**config.mk**
```make
export PLATFORM = sky130hd
export DESIGN_NAME = sacoc_top
export DESIGN_NICKNAME = d
export VERILOG_FILES = /design/src/core/sacoc_pkg.sv /design/src/core/sacoc_top.sv
export SDC_FILE = /design/constraint.sdc
export NUM_CORES = 1
export LEC_CHECK = 0
export BUFFER_PORTS_ARGS = -buffer_cell sky130_fd_sc_hd__buf_2
export CAP_MARGIN = 15
export CORE_ASPECT_RATIO = 0.8
export CORE_UTILIZATION = 60
export CTS_BUF_LIST = sky130_fd_sc_hd__clkbuf_8
export DETAILED_ROUTE_END_ITERATION = 8
export PLACE_DENSITY_LB_ADDON = 0.3
export SYNTH_ARGS = -nofsm -noshare
export SYNTH_HDL_FRONTEND = slang
export SYNTH_SLANG_ARGS = --single-unit
```
**constraint.sdc**
```tcl
create_clock -name clk -period 14.4 [get_ports clk]
set_input_delay 0.72 -clock clk [delete_from_list [all_inputs] [get_ports clk]]
set_output_delay 0.72 -clock clk [all_outputs]
set_load 0.02 [all_outputs]
```
**src/core/sacoc_pkg.sv**
```systemverilog
// Constants and types of the shunt calibration and overcurrent block.
// Assumes one 200 MHz clock and a 16-bit register port.
package sacoc_pkg;

   // ==========================================
   // Register offsets
   localparam logic [7:0] ADDR_OCAL_HI = 8'hc4;
   localparam logic [7:0] ADDR_OCAL_LO = 8'hc5;
   localparam logic [7:0] ADDR_GCAL = 8'hc6;
   localparam logic [7:0] ADDR_OC_CFG = 8'hc7;
   localparam logic [7:0] ADDR_HI_TH = 8'hc8;
   localparam logic [7:0] ADDR_LO_TH = 8'hc9;
   localparam logic [7:0] ADDR_IRQ_STAT = 8'hd0;
   localparam logic [7:0] ADDR_IRQ_MASK = 8'hd1;
   localparam logic [7:0] ADDR_OC_STATE = 8'hd2;
   localparam logic [7:0] ADDR_FAST_VAL = 8'hd3;

   // ==========================================
   // Reset values
   localparam logic [15:0] RST_OCAL_HI = 16'h0000;
   localparam logic [7:0] RST_OCAL_LO = 8'h00;
   localparam logic [15:0] RST_GCAL = 16'h0000;
   localparam logic [15:0] RST_HI_TH = 16'h7fff;
   localparam logic [15:0] RST_LO_TH = 16'h8000;

   // ==========================================
   // Field positions of the overcurrent config and of the offset low register
   localparam int CFG_EN_BIT = 15;
   localparam int CFG_POL_BIT = 14;
   localparam int CFG_RSV_BIT = 13;
   localparam int CFG_NUM_HI = 12;
   localparam int CFG_NUM_LO = 8;
   localparam int OCAL_LO_HI = 15;
   localparam int OCAL_LO_LO = 8;

   // ==========================================
   // Fast filter
   localparam int FAST_OSR = 64;
   localparam int FAST_ORDER = 3;
   localparam int FAST_ACC_W = 20;
   localparam int FAST_SHIFT = 3;

   // ==========================================
   // Carriers
   typedef struct packed {
      logic [23:0] offset_cal_word;
      logic [15:0] gain_cal_word;
   } sacoc_cal_t;

   typedef struct packed {
      logic overcurrent_enable;
      logic fault_pin_polarity;
      logic rsv13;
      logic [4:0] deglitch_count_sel;
   } sacoc_cfg_t;

   typedef struct packed {
      logic high_threshold_event;
      logic low_threshold_event;
   } sacoc_evt_t;

endpackage : sacoc_pkg

```
**src/core/sacoc_top.sv**
```systemverilog
// Calibration and overcurrent configuration of the second shunt channel.
// Assumes a same-clock register master and a raw modulator bitstream pin.
//
// Chosen here: the address-and-strobe port.
`timescale 1ns/10ps

// How it works
// Offset word bits 23:8 live in offset_cal_high bits 15:0, read/write.
// Offset bits 7:0 live in offset_cal_low 15:8; its bits 7:0 read zero.
// The 24-bit offset word is handed on as two's complement.
// The 16-bit gain word is a two's complement correction, step 2^-16.
// Enable bit 15 with the channel enabled runs filter and comparator.
// Start and stop commands never halt or restart the fast filter.
// Polarity bit 14 picks a low (0) or high (1) pin level on a fault.
// The fault is active while either threshold event is active.
// The fault reaches the shared pin only when selected, per format.
// Field 12:8 sets how many conversions must lie beyond a threshold.
// The fast path is a third-order sinc with a fixed ratio of 64.
// A conversion back inside the threshold restarts the count.
// Code 0 needs one conversion, rising to 128 at code 31.
// A value above the signed high threshold raises the high event.
// A value below the signed low threshold raises the low event.
// Comparisons are signed, with separate counts for high and low.
module sacoc_top #(
   parameter int DATA_W = 16,
   parameter int ADDR_W = 8,
   parameter int CNT_W = 8
) (
   // Clock and reset
   input wire logic clk,
   input wire logic sys_rst,
   input wire logic clk_en,
   // Register port
   input wire logic [ADDR_W-1:0] reg_addr,
   input wire logic [DATA_W-1:0] reg_wdata,
   input wire logic reg_wr,
   input wire logic reg_rd,
   output logic [DATA_W-1:0] reg_rdata,
   // Channel context
   input wire logic channel_enable,
   input wire logic channel_start_cmd,
   input wire logic channel_stop_cmd,
   input wire logic mod_bit,
   input wire logic mod_strobe,
   // Shared pin control
   input wire logic shared_pin_source_sel,
   input wire logic shared_pin_format_sel,
   input wire logic shared_pin_gpio_level,
   // Results
   output sacoc_pkg::sacoc_cal_t cal_out,
   output sacoc_pkg::sacoc_evt_t evt_out,
   output logic overcurrent_fault_pin_o,
   output logic overcurrent_fault_pin_oe_n,
   output logic irq
);

   // ==========================================
   // Deglitch code to required count
   function automatic logic [CNT_W-1:0] need_cnt(input logic [4:0] c);
      logic [7:0] n;
      n = 8'h01;
      case (c)
         5'h00: n = 8'h01;
         5'h01: n = 8'h02;
         5'h02: n = 8'h03;
         5'h03: n = 8'h04;
         5'h04: n = 8'h05;
         5'h05: n = 8'h06;
         5'h06: n = 8'h07;
         5'h07: n = 8'h08;
         5'h08: n = 8'h09;
         5'h09: n = 8'h0a;
         5'h0a: n = 8'h0c;
         5'h0b: n = 8'h0e;
         5'h0c: n = 8'h10;
         5'h0d: n = 8'h12;
         5'h0e: n = 8'h14;
         5'h0f: n = 8'h16;
         5'h10: n = 8'h18;
         5'h11: n = 8'h1a;
         5'h12: n = 8'h1c;
         5'h13: n = 8'h20;
         5'h14: n = 8'h28;
         5'h15: n = 8'h30;
         5'h16: n = 8'h38;
         5'h17: n = 8'h40;
         5'h18: n = 8'h48;
         5'h19: n = 8'h50;
         5'h1a: n = 8'h58;
         5'h1b: n = 8'h60;
         5'h1c: n = 8'h68;
         5'h1d: n = 8'h70;
         5'h1e: n = 8'h78;
         default: n = 8'h80;
      endcase
      need_cnt = CNT_W'(n);
   endfunction : need_cnt

   // ==========================================
   // Registers
   logic [15:0] ocal_hi_r;
   logic [7:0] ocal_lo_r;
   logic [15:0] gcal_r;
   sacoc_pkg::sacoc_cfg_t cfg_r;
   logic [15:0] hi_th_r;
   logic [15:0] lo_th_r;
   logic [1:0] stat_r;
   logic [1:0] stat_nxt;
   logic [1:0] mask_r;
   logic [DATA_W-1:0] rdata_nxt;

   // ==========================================
   // Address decode
   wire sel_ocal_hi = reg_addr == ADDR_W'(sacoc_pkg::ADDR_OCAL_HI);
   wire sel_ocal_lo = reg_addr == ADDR_W'(sacoc_pkg::ADDR_OCAL_LO);
   wire sel_gcal = reg_addr == ADDR_W'(sacoc_pkg::ADDR_GCAL);
   wire sel_cfg = reg_addr == ADDR_W'(sacoc_pkg::ADDR_OC_CFG);
   wire sel_hi_th = reg_addr == ADDR_W'(sacoc_pkg::ADDR_HI_TH);
   wire sel_lo_th = reg_addr == ADDR_W'(sacoc_pkg::ADDR_LO_TH);
   wire sel_stat = reg_addr == ADDR_W'(sacoc_pkg::ADDR_IRQ_STAT);
   wire sel_mask = reg_addr == ADDR_W'(sacoc_pkg::ADDR_IRQ_MASK);
   wire sel_state = reg_addr == ADDR_W'(sacoc_pkg::ADDR_OC_STATE);
   wire sel_fval = reg_addr == ADDR_W'(sacoc_pkg::ADDR_FAST_VAL);

   // ==========================================
   // Register writes
   always_ff @(posedge clk) begin
      if (sys_rst) begin
         ocal_hi_r <= sacoc_pkg::RST_OCAL_HI;
         ocal_lo_r <= sacoc_pkg::RST_OCAL_LO;
         gcal_r <= sacoc_pkg::RST_GCAL;
         cfg_r <= '0;
         hi_th_r <= sacoc_pkg::RST_HI_TH;
         lo_th_r <= sacoc_pkg::RST_LO_TH;
         mask_r <= 2'h0;
      end else if (clk_en && reg_wr) begin
         if (sel_ocal_hi) begin
            ocal_hi_r <= reg_wdata[15:0];
         end else if (sel_ocal_lo) begin
            ocal_lo_r <= reg_wdata[sacoc_pkg::OCAL_LO_HI:
                                   sacoc_pkg::OCAL_LO_LO];
         end else if (sel_gcal) begin
            gcal_r <= reg_wdata[15:0];
         end else if (sel_cfg) begin
            cfg_r <= reg_wdata[sacoc_pkg::CFG_EN_BIT:
                               sacoc_pkg::CFG_NUM_LO];
         end else if (sel_hi_th) begin
            hi_th_r <= reg_wdata[15:0];
         end else if (sel_lo_th) begin
            lo_th_r <= reg_wdata[15:0];
         end else if (sel_mask) begin
            mask_r <= reg_wdata[1:0];
         end
      end
   end

   // ==========================================
   // Modulator input synchroniser
   logic mod_s1_r;
   logic mod_s2_r;
   always_ff @(posedge clk) begin
      if (sys_rst) begin
         mod_s1_r <= 1'b0;
         mod_s2_r <= 1'b0;
      end else if (clk_en) begin
         mod_s1_r <= mod_bit;
         mod_s2_r <= mod_s1_r;
      end
   end

   // ==========================================
   // Fast sinc3 filter, ratio 64
   localparam int AW = sacoc_pkg::FAST_ACC_W;
   localparam int N = sacoc_pkg::FAST_ORDER;
   // Start and stop are deliberately not used here
   wire run = cfg_r.overcurrent_enable & channel_enable;
   wire samp = run & mod_strobe;
   logic [AW-1:0] integ_r [N];
   logic [AW-1:0] comb_r [N];
   logic [AW-1:0] stage [N+1];
   logic [5:0] dec_r;
   logic fast_vld_r;
   logic signed [15:0] fast_r;
   wire dec_end = samp && dec_r == 6'(sacoc_pkg::FAST_OSR - 1);
   wire [AW-1:0] x_in = mod_s2_r ? AW'(1) : {AW{1'b1}};

   genvar g;
   generate
      for (g = 0; g < N; g++) begin : g_stage
         wire [AW-1:0] in_i = (g == 0) ? x_in : integ_r[g > 0 ? g-1 : 0];
         always_ff @(posedge clk) begin
            if (sys_rst || (clk_en && !run)) begin
               integ_r[g] <= '0;
               comb_r[g] <= '0;
            end else if (clk_en) begin
               if (samp) integ_r[g] <= integ_r[g] + in_i;
               if (dec_end) comb_r[g] <= stage[g];
            end
         end
         assign stage[g+1] = stage[g] - comb_r[g];
      end
   endgenerate
   assign stage[0] = integ_r[N-1];

   // Scale the full sum down to 16 bits with saturation
   wire signed [AW-1:0] full = stage[N];
   wire signed [AW-1:0] shr = full >>> sacoc_pkg::FAST_SHIFT;
   wire ovf = shr > AW'(32767);
   wire [15:0] scaled = ovf ? 16'h7fff : shr[15:0];

   always_ff @(posedge clk) begin
      if (sys_rst || (clk_en && !run)) begin
         dec_r <= 6'h00;
         fast_vld_r <= 1'b0;
         fast_r <= 16'sh0000;
      end else if (clk_en) begin
         if (samp) dec_r <= dec_r + 6'h01;
         fast_vld_r <= dec_end;
         if (dec_end) fast_r <= scaled;
      end
   end

   // ==========================================
   // Comparator and deglitch
   wire signed [15:0] hi_th = hi_th_r;
   wire signed [15:0] lo_th = lo_th_r;
   wire over_hi = fast_r > hi_th;
   wire under_lo = fast_r < lo_th;
   wire [CNT_W-1:0] need = need_cnt(cfg_r.deglitch_count_sel);
   logic [CNT_W-1:0] hi_cnt_r;
   logic [CNT_W-1:0] lo_cnt_r;
   sacoc_pkg::sacoc_evt_t evt_r;
   wire [CNT_W-1:0] hi_cnt_inc = hi_cnt_r + CNT_W'(1);
   wire [CNT_W-1:0] lo_cnt_inc = lo_cnt_r + CNT_W'(1);

   always_ff @(posedge clk) begin
      if (sys_rst || (clk_en && !run)) begin
         hi_cnt_r <= '0;
         lo_cnt_r <= '0;
         evt_r <= '0;
      end else if (clk_en && fast_vld_r) begin
         if (!over_hi) begin
            hi_cnt_r <= '0;
            evt_r.high_threshold_event <= 1'b0;
         end else if (hi_cnt_inc >= need) begin
            hi_cnt_r <= need;
            evt_r.high_threshold_event <= 1'b1;
         end else begin
            hi_cnt_r <= hi_cnt_inc;
         end
         if (!under_lo) begin
            lo_cnt_r <= '0;
            evt_r.low_threshold_event <= 1'b0;
         end else if (lo_cnt_inc >= need) begin
            lo_cnt_r <= need;
            evt_r.low_threshold_event <= 1'b1;
         end else begin
            lo_cnt_r <= lo_cnt_inc;
         end
      end
   end

   // ==========================================
   // Fault and shared pin
   wire fault = evt_r.high_threshold_event | evt_r.low_threshold_event;
   wire fault_lvl = cfg_r.fault_pin_polarity ? fault : ~fault;
   wire pin_lvl = shared_pin_source_sel ? fault_lvl
                                        : shared_pin_gpio_level;
   // Format 1 is open drain: drive only a low level
   wire pin_drv = ~shared_pin_format_sel | ~pin_lvl;
   logic pin_o_r;
   logic pin_oe_n_r;
   always_ff @(posedge clk) begin
      if (sys_rst) begin
         pin_o_r <= 1'b0;
         pin_oe_n_r <= 1'b1;
      end else if (clk_en) begin
         pin_o_r <= pin_lvl;
         pin_oe_n_r <= ~pin_drv;
      end
   end

   // ==========================================
   // Interrupt status, write one to clear, set wins
   logic [1:0] evt_d_r;
   wire [1:0] evt_now = {evt_r.low_threshold_event,
                         evt_r.high_threshold_event};
   wire [1:0] evt_rise = evt_now & ~evt_d_r;
   wire [1:0] w1c = (reg_wr && sel_stat) ? reg_wdata[1:0] : 2'h0;
   assign stat_nxt = (stat_r & ~w1c) | evt_rise;
   logic irq_r;
   always_ff @(posedge clk) begin
      if (sys_rst) begin
         evt_d_r <= 2'h0;
         stat_r <= 2'h0;
         irq_r <= 1'b0;
      end else if (clk_en) begin
         evt_d_r <= evt_now;
         stat_r <= stat_nxt;
         irq_r <= |(stat_nxt & mask_r);
      end
   end

   // ==========================================
   // Read data
   wire [15:0] cfg_rd = {cfg_r, 8'h00};
   wire [15:0] state_rd = {12'h000, run, fault, evt_now};
   always_comb begin
      rdata_nxt = '0;
      if (sel_ocal_hi) begin
         rdata_nxt = DATA_W'(ocal_hi_r);
      end else if (sel_ocal_lo) begin
         rdata_nxt = DATA_W'({ocal_lo_r, 8'h00});
      end else if (sel_gcal) begin
         rdata_nxt = DATA_W'(gcal_r);
      end else if (sel_cfg) begin
         rdata_nxt = DATA_W'(cfg_rd);
      end else if (sel_hi_th) begin
         rdata_nxt = DATA_W'(hi_th_r);
      end else if (sel_lo_th) begin
         rdata_nxt = DATA_W'(lo_th_r);
      end else if (sel_stat) begin
         rdata_nxt = DATA_W'(stat_r);
      end else if (sel_mask) begin
         rdata_nxt = DATA_W'(mask_r);
      end else if (sel_state) begin
         rdata_nxt = DATA_W'(state_rd);
      end else if (sel_fval) begin
         rdata_nxt = DATA_W'(fast_r);
      end
   end

   logic [DATA_W-1:0] rdata_r;
   sacoc_pkg::sacoc_cal_t cal_r;
   sacoc_pkg::sacoc_evt_t evt_o_r;
   always_ff @(posedge clk) begin
      if (sys_rst) begin
         rdata_r <= '0;
         cal_r <= '0;
         evt_o_r <= '0;
      end else if (clk_en) begin
         rdata_r <= reg_rd ? rdata_nxt : '0;
         cal_r.offset_cal_word <= {ocal_hi_r, ocal_lo_r};
         cal_r.gain_cal_word <= gcal_r;
         evt_o_r <= evt_r;
      end
   end

   // ==========================================
   // Outputs
   assign reg_rdata = rdata_r;
   assign cal_out = cal_r;
   assign evt_out = evt_o_r;
   assign overcurrent_fault_pin_o = pin_o_r;
   assign overcurrent_fault_pin_oe_n = pin_oe_n_r;
   assign irq = irq_r;

endmodule : sacoc_top

```
Yosys cells after proc, flatten, opt, wreduce, memory -nomap -nowiden --
Memory sizes are Yosys's and may differ from the RTL's. A register that Yosys moved wholly into a read port is not among the register bits. Index checks and enable logic that the tools add are counted.
Operators by class: add/subtract/negate cells 9, reductions and logical operators 19, bitwise logic cells 26, equality and inequality tests 13, $lt $le $gt $ge 5, muxes and demuxes 42
Operators by type and width (number):
- $mux W16 | 12
- $mux W20 | 7
- $eq A8 B8 Y1 const B | 10
- $add A20 B20 Y20 | 3
- $sub A20 B20 Y20 | 3
- $mux W8 | 4
- $gt A17 B16 Y1 const B | 1
- $add A8 B1 Y8 const B | 2
- $ge A8 B8 Y1 | 2
- $gt A16 B16 Y1 | 1
- $lt A16 B16 Y1 | 1
- $mux W1 | 16
- $mux W5 | 2
- $not A1 Y1 | 10
- $reduce_and A2 Y1 | 5
- $or A1 B1 Y1 | 8
- $reduce_and A8 Y1 | 1
- $reduce_and A7 Y1 | 1
- $add A6 B1 Y6 const B | 1
- $and A2 B2 Y2 | 3
- $eq A6 B6 Y1 const B | 1
- $reduce_and A6 Y1 | 1
- $logic_and A1 B1 Y1 | 5
- $reduce_and A5 Y1 | 1
- other kinds (10) | 13
Storage, ports and cells: memory bits (writable) 120, output and inout bits 61, bits in registers 190, memories kept 3, memory bits (read-only) 256
Memories:
- (no name shown) | depth 32, bits a word 8, rd ports 1, clocked after Yosys merged registers in 1, write ports 0, line sacoc_top.sv:62 | case (c)
- comb_r | depth 3, bits a word 20, rd ports 3, clocked after Yosys merged registers in 0, write ports 3, line sacoc_top.sv:179 | logic [AW-1:0] comb_r [N];
- integ_r | depth 3, bits a word 20, rd ports 3, clocked after Yosys merged registers in 0, write ports 3, line sacoc_top.sv:178 | logic [AW-1:0] integ_r [N];

Logic depth before layout (Yosys ltp) --
depth in word-level cells 12, depth in mapped cells 30, mapped depth without buffers 29

Worst setup path after synthesis --
No wires, ideal clock.
path type register to register, start point memory integ_r[2][0] (netlist bit), end point register fast_r[10], arrival time 4.747 ns, library setup time 0.074 ns, path slack 9.579 ns, stages on the path, launching flop included 28, cell sequence edfxtp_1 -> inv_1 -> ha_1 -> fa_1 -> nor2b_1 -> o21ai_0 -> a21oi_1 -> o211a_1 -> o21a_1 -> nor2_1 -> xnor2_1 -> ha_1 -> a21o_1 -> a21oi_1 -> o21ai_0 -> a21oi_1 -> o21ai_0 -> xnor2_1 -> ha_1 -> a21o_1 -> a21oi_1 -> o21ai_0 -> a21oi_1 -> a21oi_1 -> nor3_1 -> nand2_2 -> buf_6 -> o21ai_0
RTL lines:
- start: declaration | line sacoc_top.sv:178
- end signal: assignment | line sacoc_top.sv:219 | if (dec_end) fast_r <= scaled;
- end: declaration | line sacoc_top.sv:183 | logic signed [15:0] fast_r;

==> flow_metrics.tcl <==
set metrics [dict create \
    worst_slack_ns 8.741 \
    num-fill-cells 2441 \
    cts.clk_slew.worst_paths_ns 0.06 \
    min_period_ns 5.659 \
    grt_antenna_before_repair 0 \
    hpwl_um 30810 \
    rsz0062_at_grt "no" \
    fin_crit_sh_pct 39.30 \
    worst_slew_pin_slew_ns 1.184 \
    grt_pass1_wl_um 71970 \
    syn_inst 2080 \
    hold_end "mod_s1_r" \
    drive_gt1_share_pct 9.923 \
    cts_inserted_buffers 51 \
    core-area_mm2 0.03052 \
    yosys_warnings 0 \
    worstReg2RegStart "integ_r[2][0]" \
    cap_violations 0 \
    synth_edf_count 120 \
    cp.required_ns 14.92 \
    path_max_fanout 15 \
    start_util_pct 61.44 \
    hp-start "mod_bit" \
    detail-route-antenna-nets 0 \
    grt_max_degree 104 \
    cts_tree "built" \
    critPathMaxStageDelay_ns 0.46 \
    drtPass1Iterations 8 \
    p_per_area_mw_per_mm2 113.2 \
    path_class "reg2reg" \
    synthesis.area_mm2 0.01876 \
    cp.arrival_ns 6.18 \
    gp_congestion 0.9296 \
    critPathCaptureType "flip-flop" \
    slowest_stage "fa_1" \
    hp-class "in2reg" \
    ys_types 80 \
    setup_tns_ns 0 \
    dr.first_iter.drc_count 1255 \
    multi_input_area_mm2 0.01040 \
    layout_common_cells "nor2_1 (212), dfxtp_1 (196), a21oi_1 (192), nand2_1 (188), ha_1 (166)" \
    grt_util_met3_pct 4.498 \
    peakVddDrop_mv 0.06594 \
    root_buffer "clkbuf_8" \
    hold_path_depth 3 \
    critPathLaunch "integ_r[2][0]" \
    dieHeight_um 160.1 \
    fp.dieW_um 199.7 \
    status "completed" \
    setup_violations 0 \
    place_ws_ns 8.789 \
    ff2ff_setup_slack_ns 8.74 \
    grt_usage_pct 27.69 \
    grt_pass1_vias 14635 \
    syn2layout_area_growth_pct 10.05 \
    detail_route.wl_per_cell_um 16.79 \
    cts_max_level 2 \
    syn-num-nets 2288 \
    seq_area_mm2 0.007527 \
    grt-ovfl-total 0 \
    yosysSeqAreaShare_pct 40.13 \
    ff2ff_path_depth 26 \
    vias_per_cell 5.886 \
    use_met2_pct 43.32 \
    port_buffers 95 \
    drv_slew 0 \
    holdWs_ns 0.3792 \
    cts.repair.resized 0 \
    fmax_mhz 176.7 \
    final_common_cell "nor2_1" \
    p_leak_uw 0.008964 \
    postRouteWirelength_um 43820 \
    critPathMostFrequentCell "a21oi_1" \
    synth-main-ff-cell "dfxtp_1" \
    ctsHoldBuffers 0 \
    skew_ns 0.03052 \
    cts_buffer_depth 3 \
    worst_r2r_endpoint "fast_r[8]" \
    vias 15363 \
    async_flop_share_pct 0 \
    syn-mean-instance-area_um2 9.017 \
    cp-start-kind "flip-flop" \
    diodes 0 \
    worstSkewPairLatency_ns 0.61 \
    ioPinCount 98 \
    grt_busiest_layer "met2" \
    cts_setup_buffers 0 \
    std_cell_rows 57 \
    cts_num_sinks 316 \
    grt.met1_usage_pct 39.00 \
    ys_ff_latch 316 \
    drcViolationCount 0 \
    die_area_mm2 0.03197 \
    relSlewSlack_pct 20.76 \
    num-nets-final 2362 \
    hold_viol 0 \
]
==> final cells by class <==
type,instances,area share (%)
multi-input cells,1548,50.40
flip-flops and latches,316,36.47
clock buffers,62,4.134
repair buffers,107,2.782
well taps,413,2.504
inverters,130,2.364
clock inverters,34,1.346
==> report_power, final <==
part	internal, uW	total, uW	leakage (uW)	switching [uW]
Combinational	219	523	0.00541	303
Sequential	943	954	0.00290	10.5
Clock	481	860	0.000648	378
Total	1640	2340	0.00896	692
==> cells by family after synthesis <==
family                     after synthesis  share of synthesized area (%)
AOI/OAI and AO/OA                      465                          15.56
adders and majority gates              171                          11.61
xor gates and xnor gates               108                          5.157
buffers and inverters                  216                          4.516
and+or+nand+nor                        720                          18.49
DFF                                    316                          40.13
muxes                                   84                          4.536
==> registers in the layout (all words and copies together) (netlist names), 2 cells and up <==
name,cells
cal_out,40
cfg_r,8
comb_r,60
dec_r,6
evt_d_r,2
evt_now,2
fast_r,16
gcal_r,16
hi_cnt_r,8
hi_th,16
integ_r,60
lo_cnt_r,8
lo_th,16
mask_r,2
need,8
ocal_hi_r,16
ocal_lo_r,8
reg_rdata,16
stat_r,2
==> Yosys cell counts, types with 5 or more instances <==
cell type,instances,share of area (%)
nand3b_1,20,0.80
xnor2_1,56,2.6
o21ai_0,68,1.8
nand2b_1,30,1.0
and2_1,49,1.6
mux2i_1,76,4.1
nand4_1,10,0.33
a211oi_1,10,0.40
o22ai_1,8,0.27
xor2_1,50,2.3
and3_1,36,1.2
nor3b_1,10,0.40
or2_2,11,0.37
ha_1,166,11
nor2_1,212,4.2
a21oi_1,193,5.2
mux2_2,8,0.48
a22oi_1,22,0.88
nand3_1,47,1.3
nor4_1,6,0.20
nor3_1,42,1.1
inv_1,130,2.6
dfxtp_1,196,21
nand2_1,189,3.8
fa_1,5,0.53
clkbuf_1,73,1.5
o211ai_1,6,0.24
a21o_1,42,1.7
a31oi_1,19,0.63
a221oi_1,8,0.37
o21bai_1,14,0.56
o21a_1,20,0.80
buf_1,7,0.14
or3_1,5,0.17
nor2b_1,42,1.4
edfxtp_1,120,19
==> metal layers <==
| metal | vias up | wire [um] |
|---|---|---|
| li1 | 7509 | - |
| met1 | 7320 | 20170 |
| met2 | 449 | 19560 |
| met3 | 85 | 3072 |
| met4 | 0 | 1027 |
| met5 | - | 0 |
==> worst max-delay path by stage <==
stage,end,cells after the start
after floorplan,fast_r[10],27
after global placement,fast_r[11],26
after detailed placement,fast_r[1],26
after CTS,fast_r[11],26
after global routing,fast_r[0],26
final,fast_r[8],26
==> critical path, delay by kind of cell (launching register included) <==
kind	cells	cell delay (ns)
buffers and inverters	1	0.07
AND/OR/NAND/NOR	4	0.68
adder cells (fa/ha/maj)	4	1.32
flip-flops	1	0.37
AO/OA/AOI/OAI	15	2.67
XOR/XNOR	2	0.46
==> metrics by stage <==
step / utilization (%) / total power [uW] / cells / area, um2
floorplan: - / 1377 / 2080 / 18760
global placement: 63.88 / 1468 / 2513 / 19500
detailed placement: 63.88 / 1486 / 2513 / 19500
CTS: 67.58 / 2346 / 2609 / 20630
global route: 67.62 / 2453 / 2610 / 20640
finish: 67.62 / 2336 / 2610 / 20640
(Power assumes the default switching activity.)
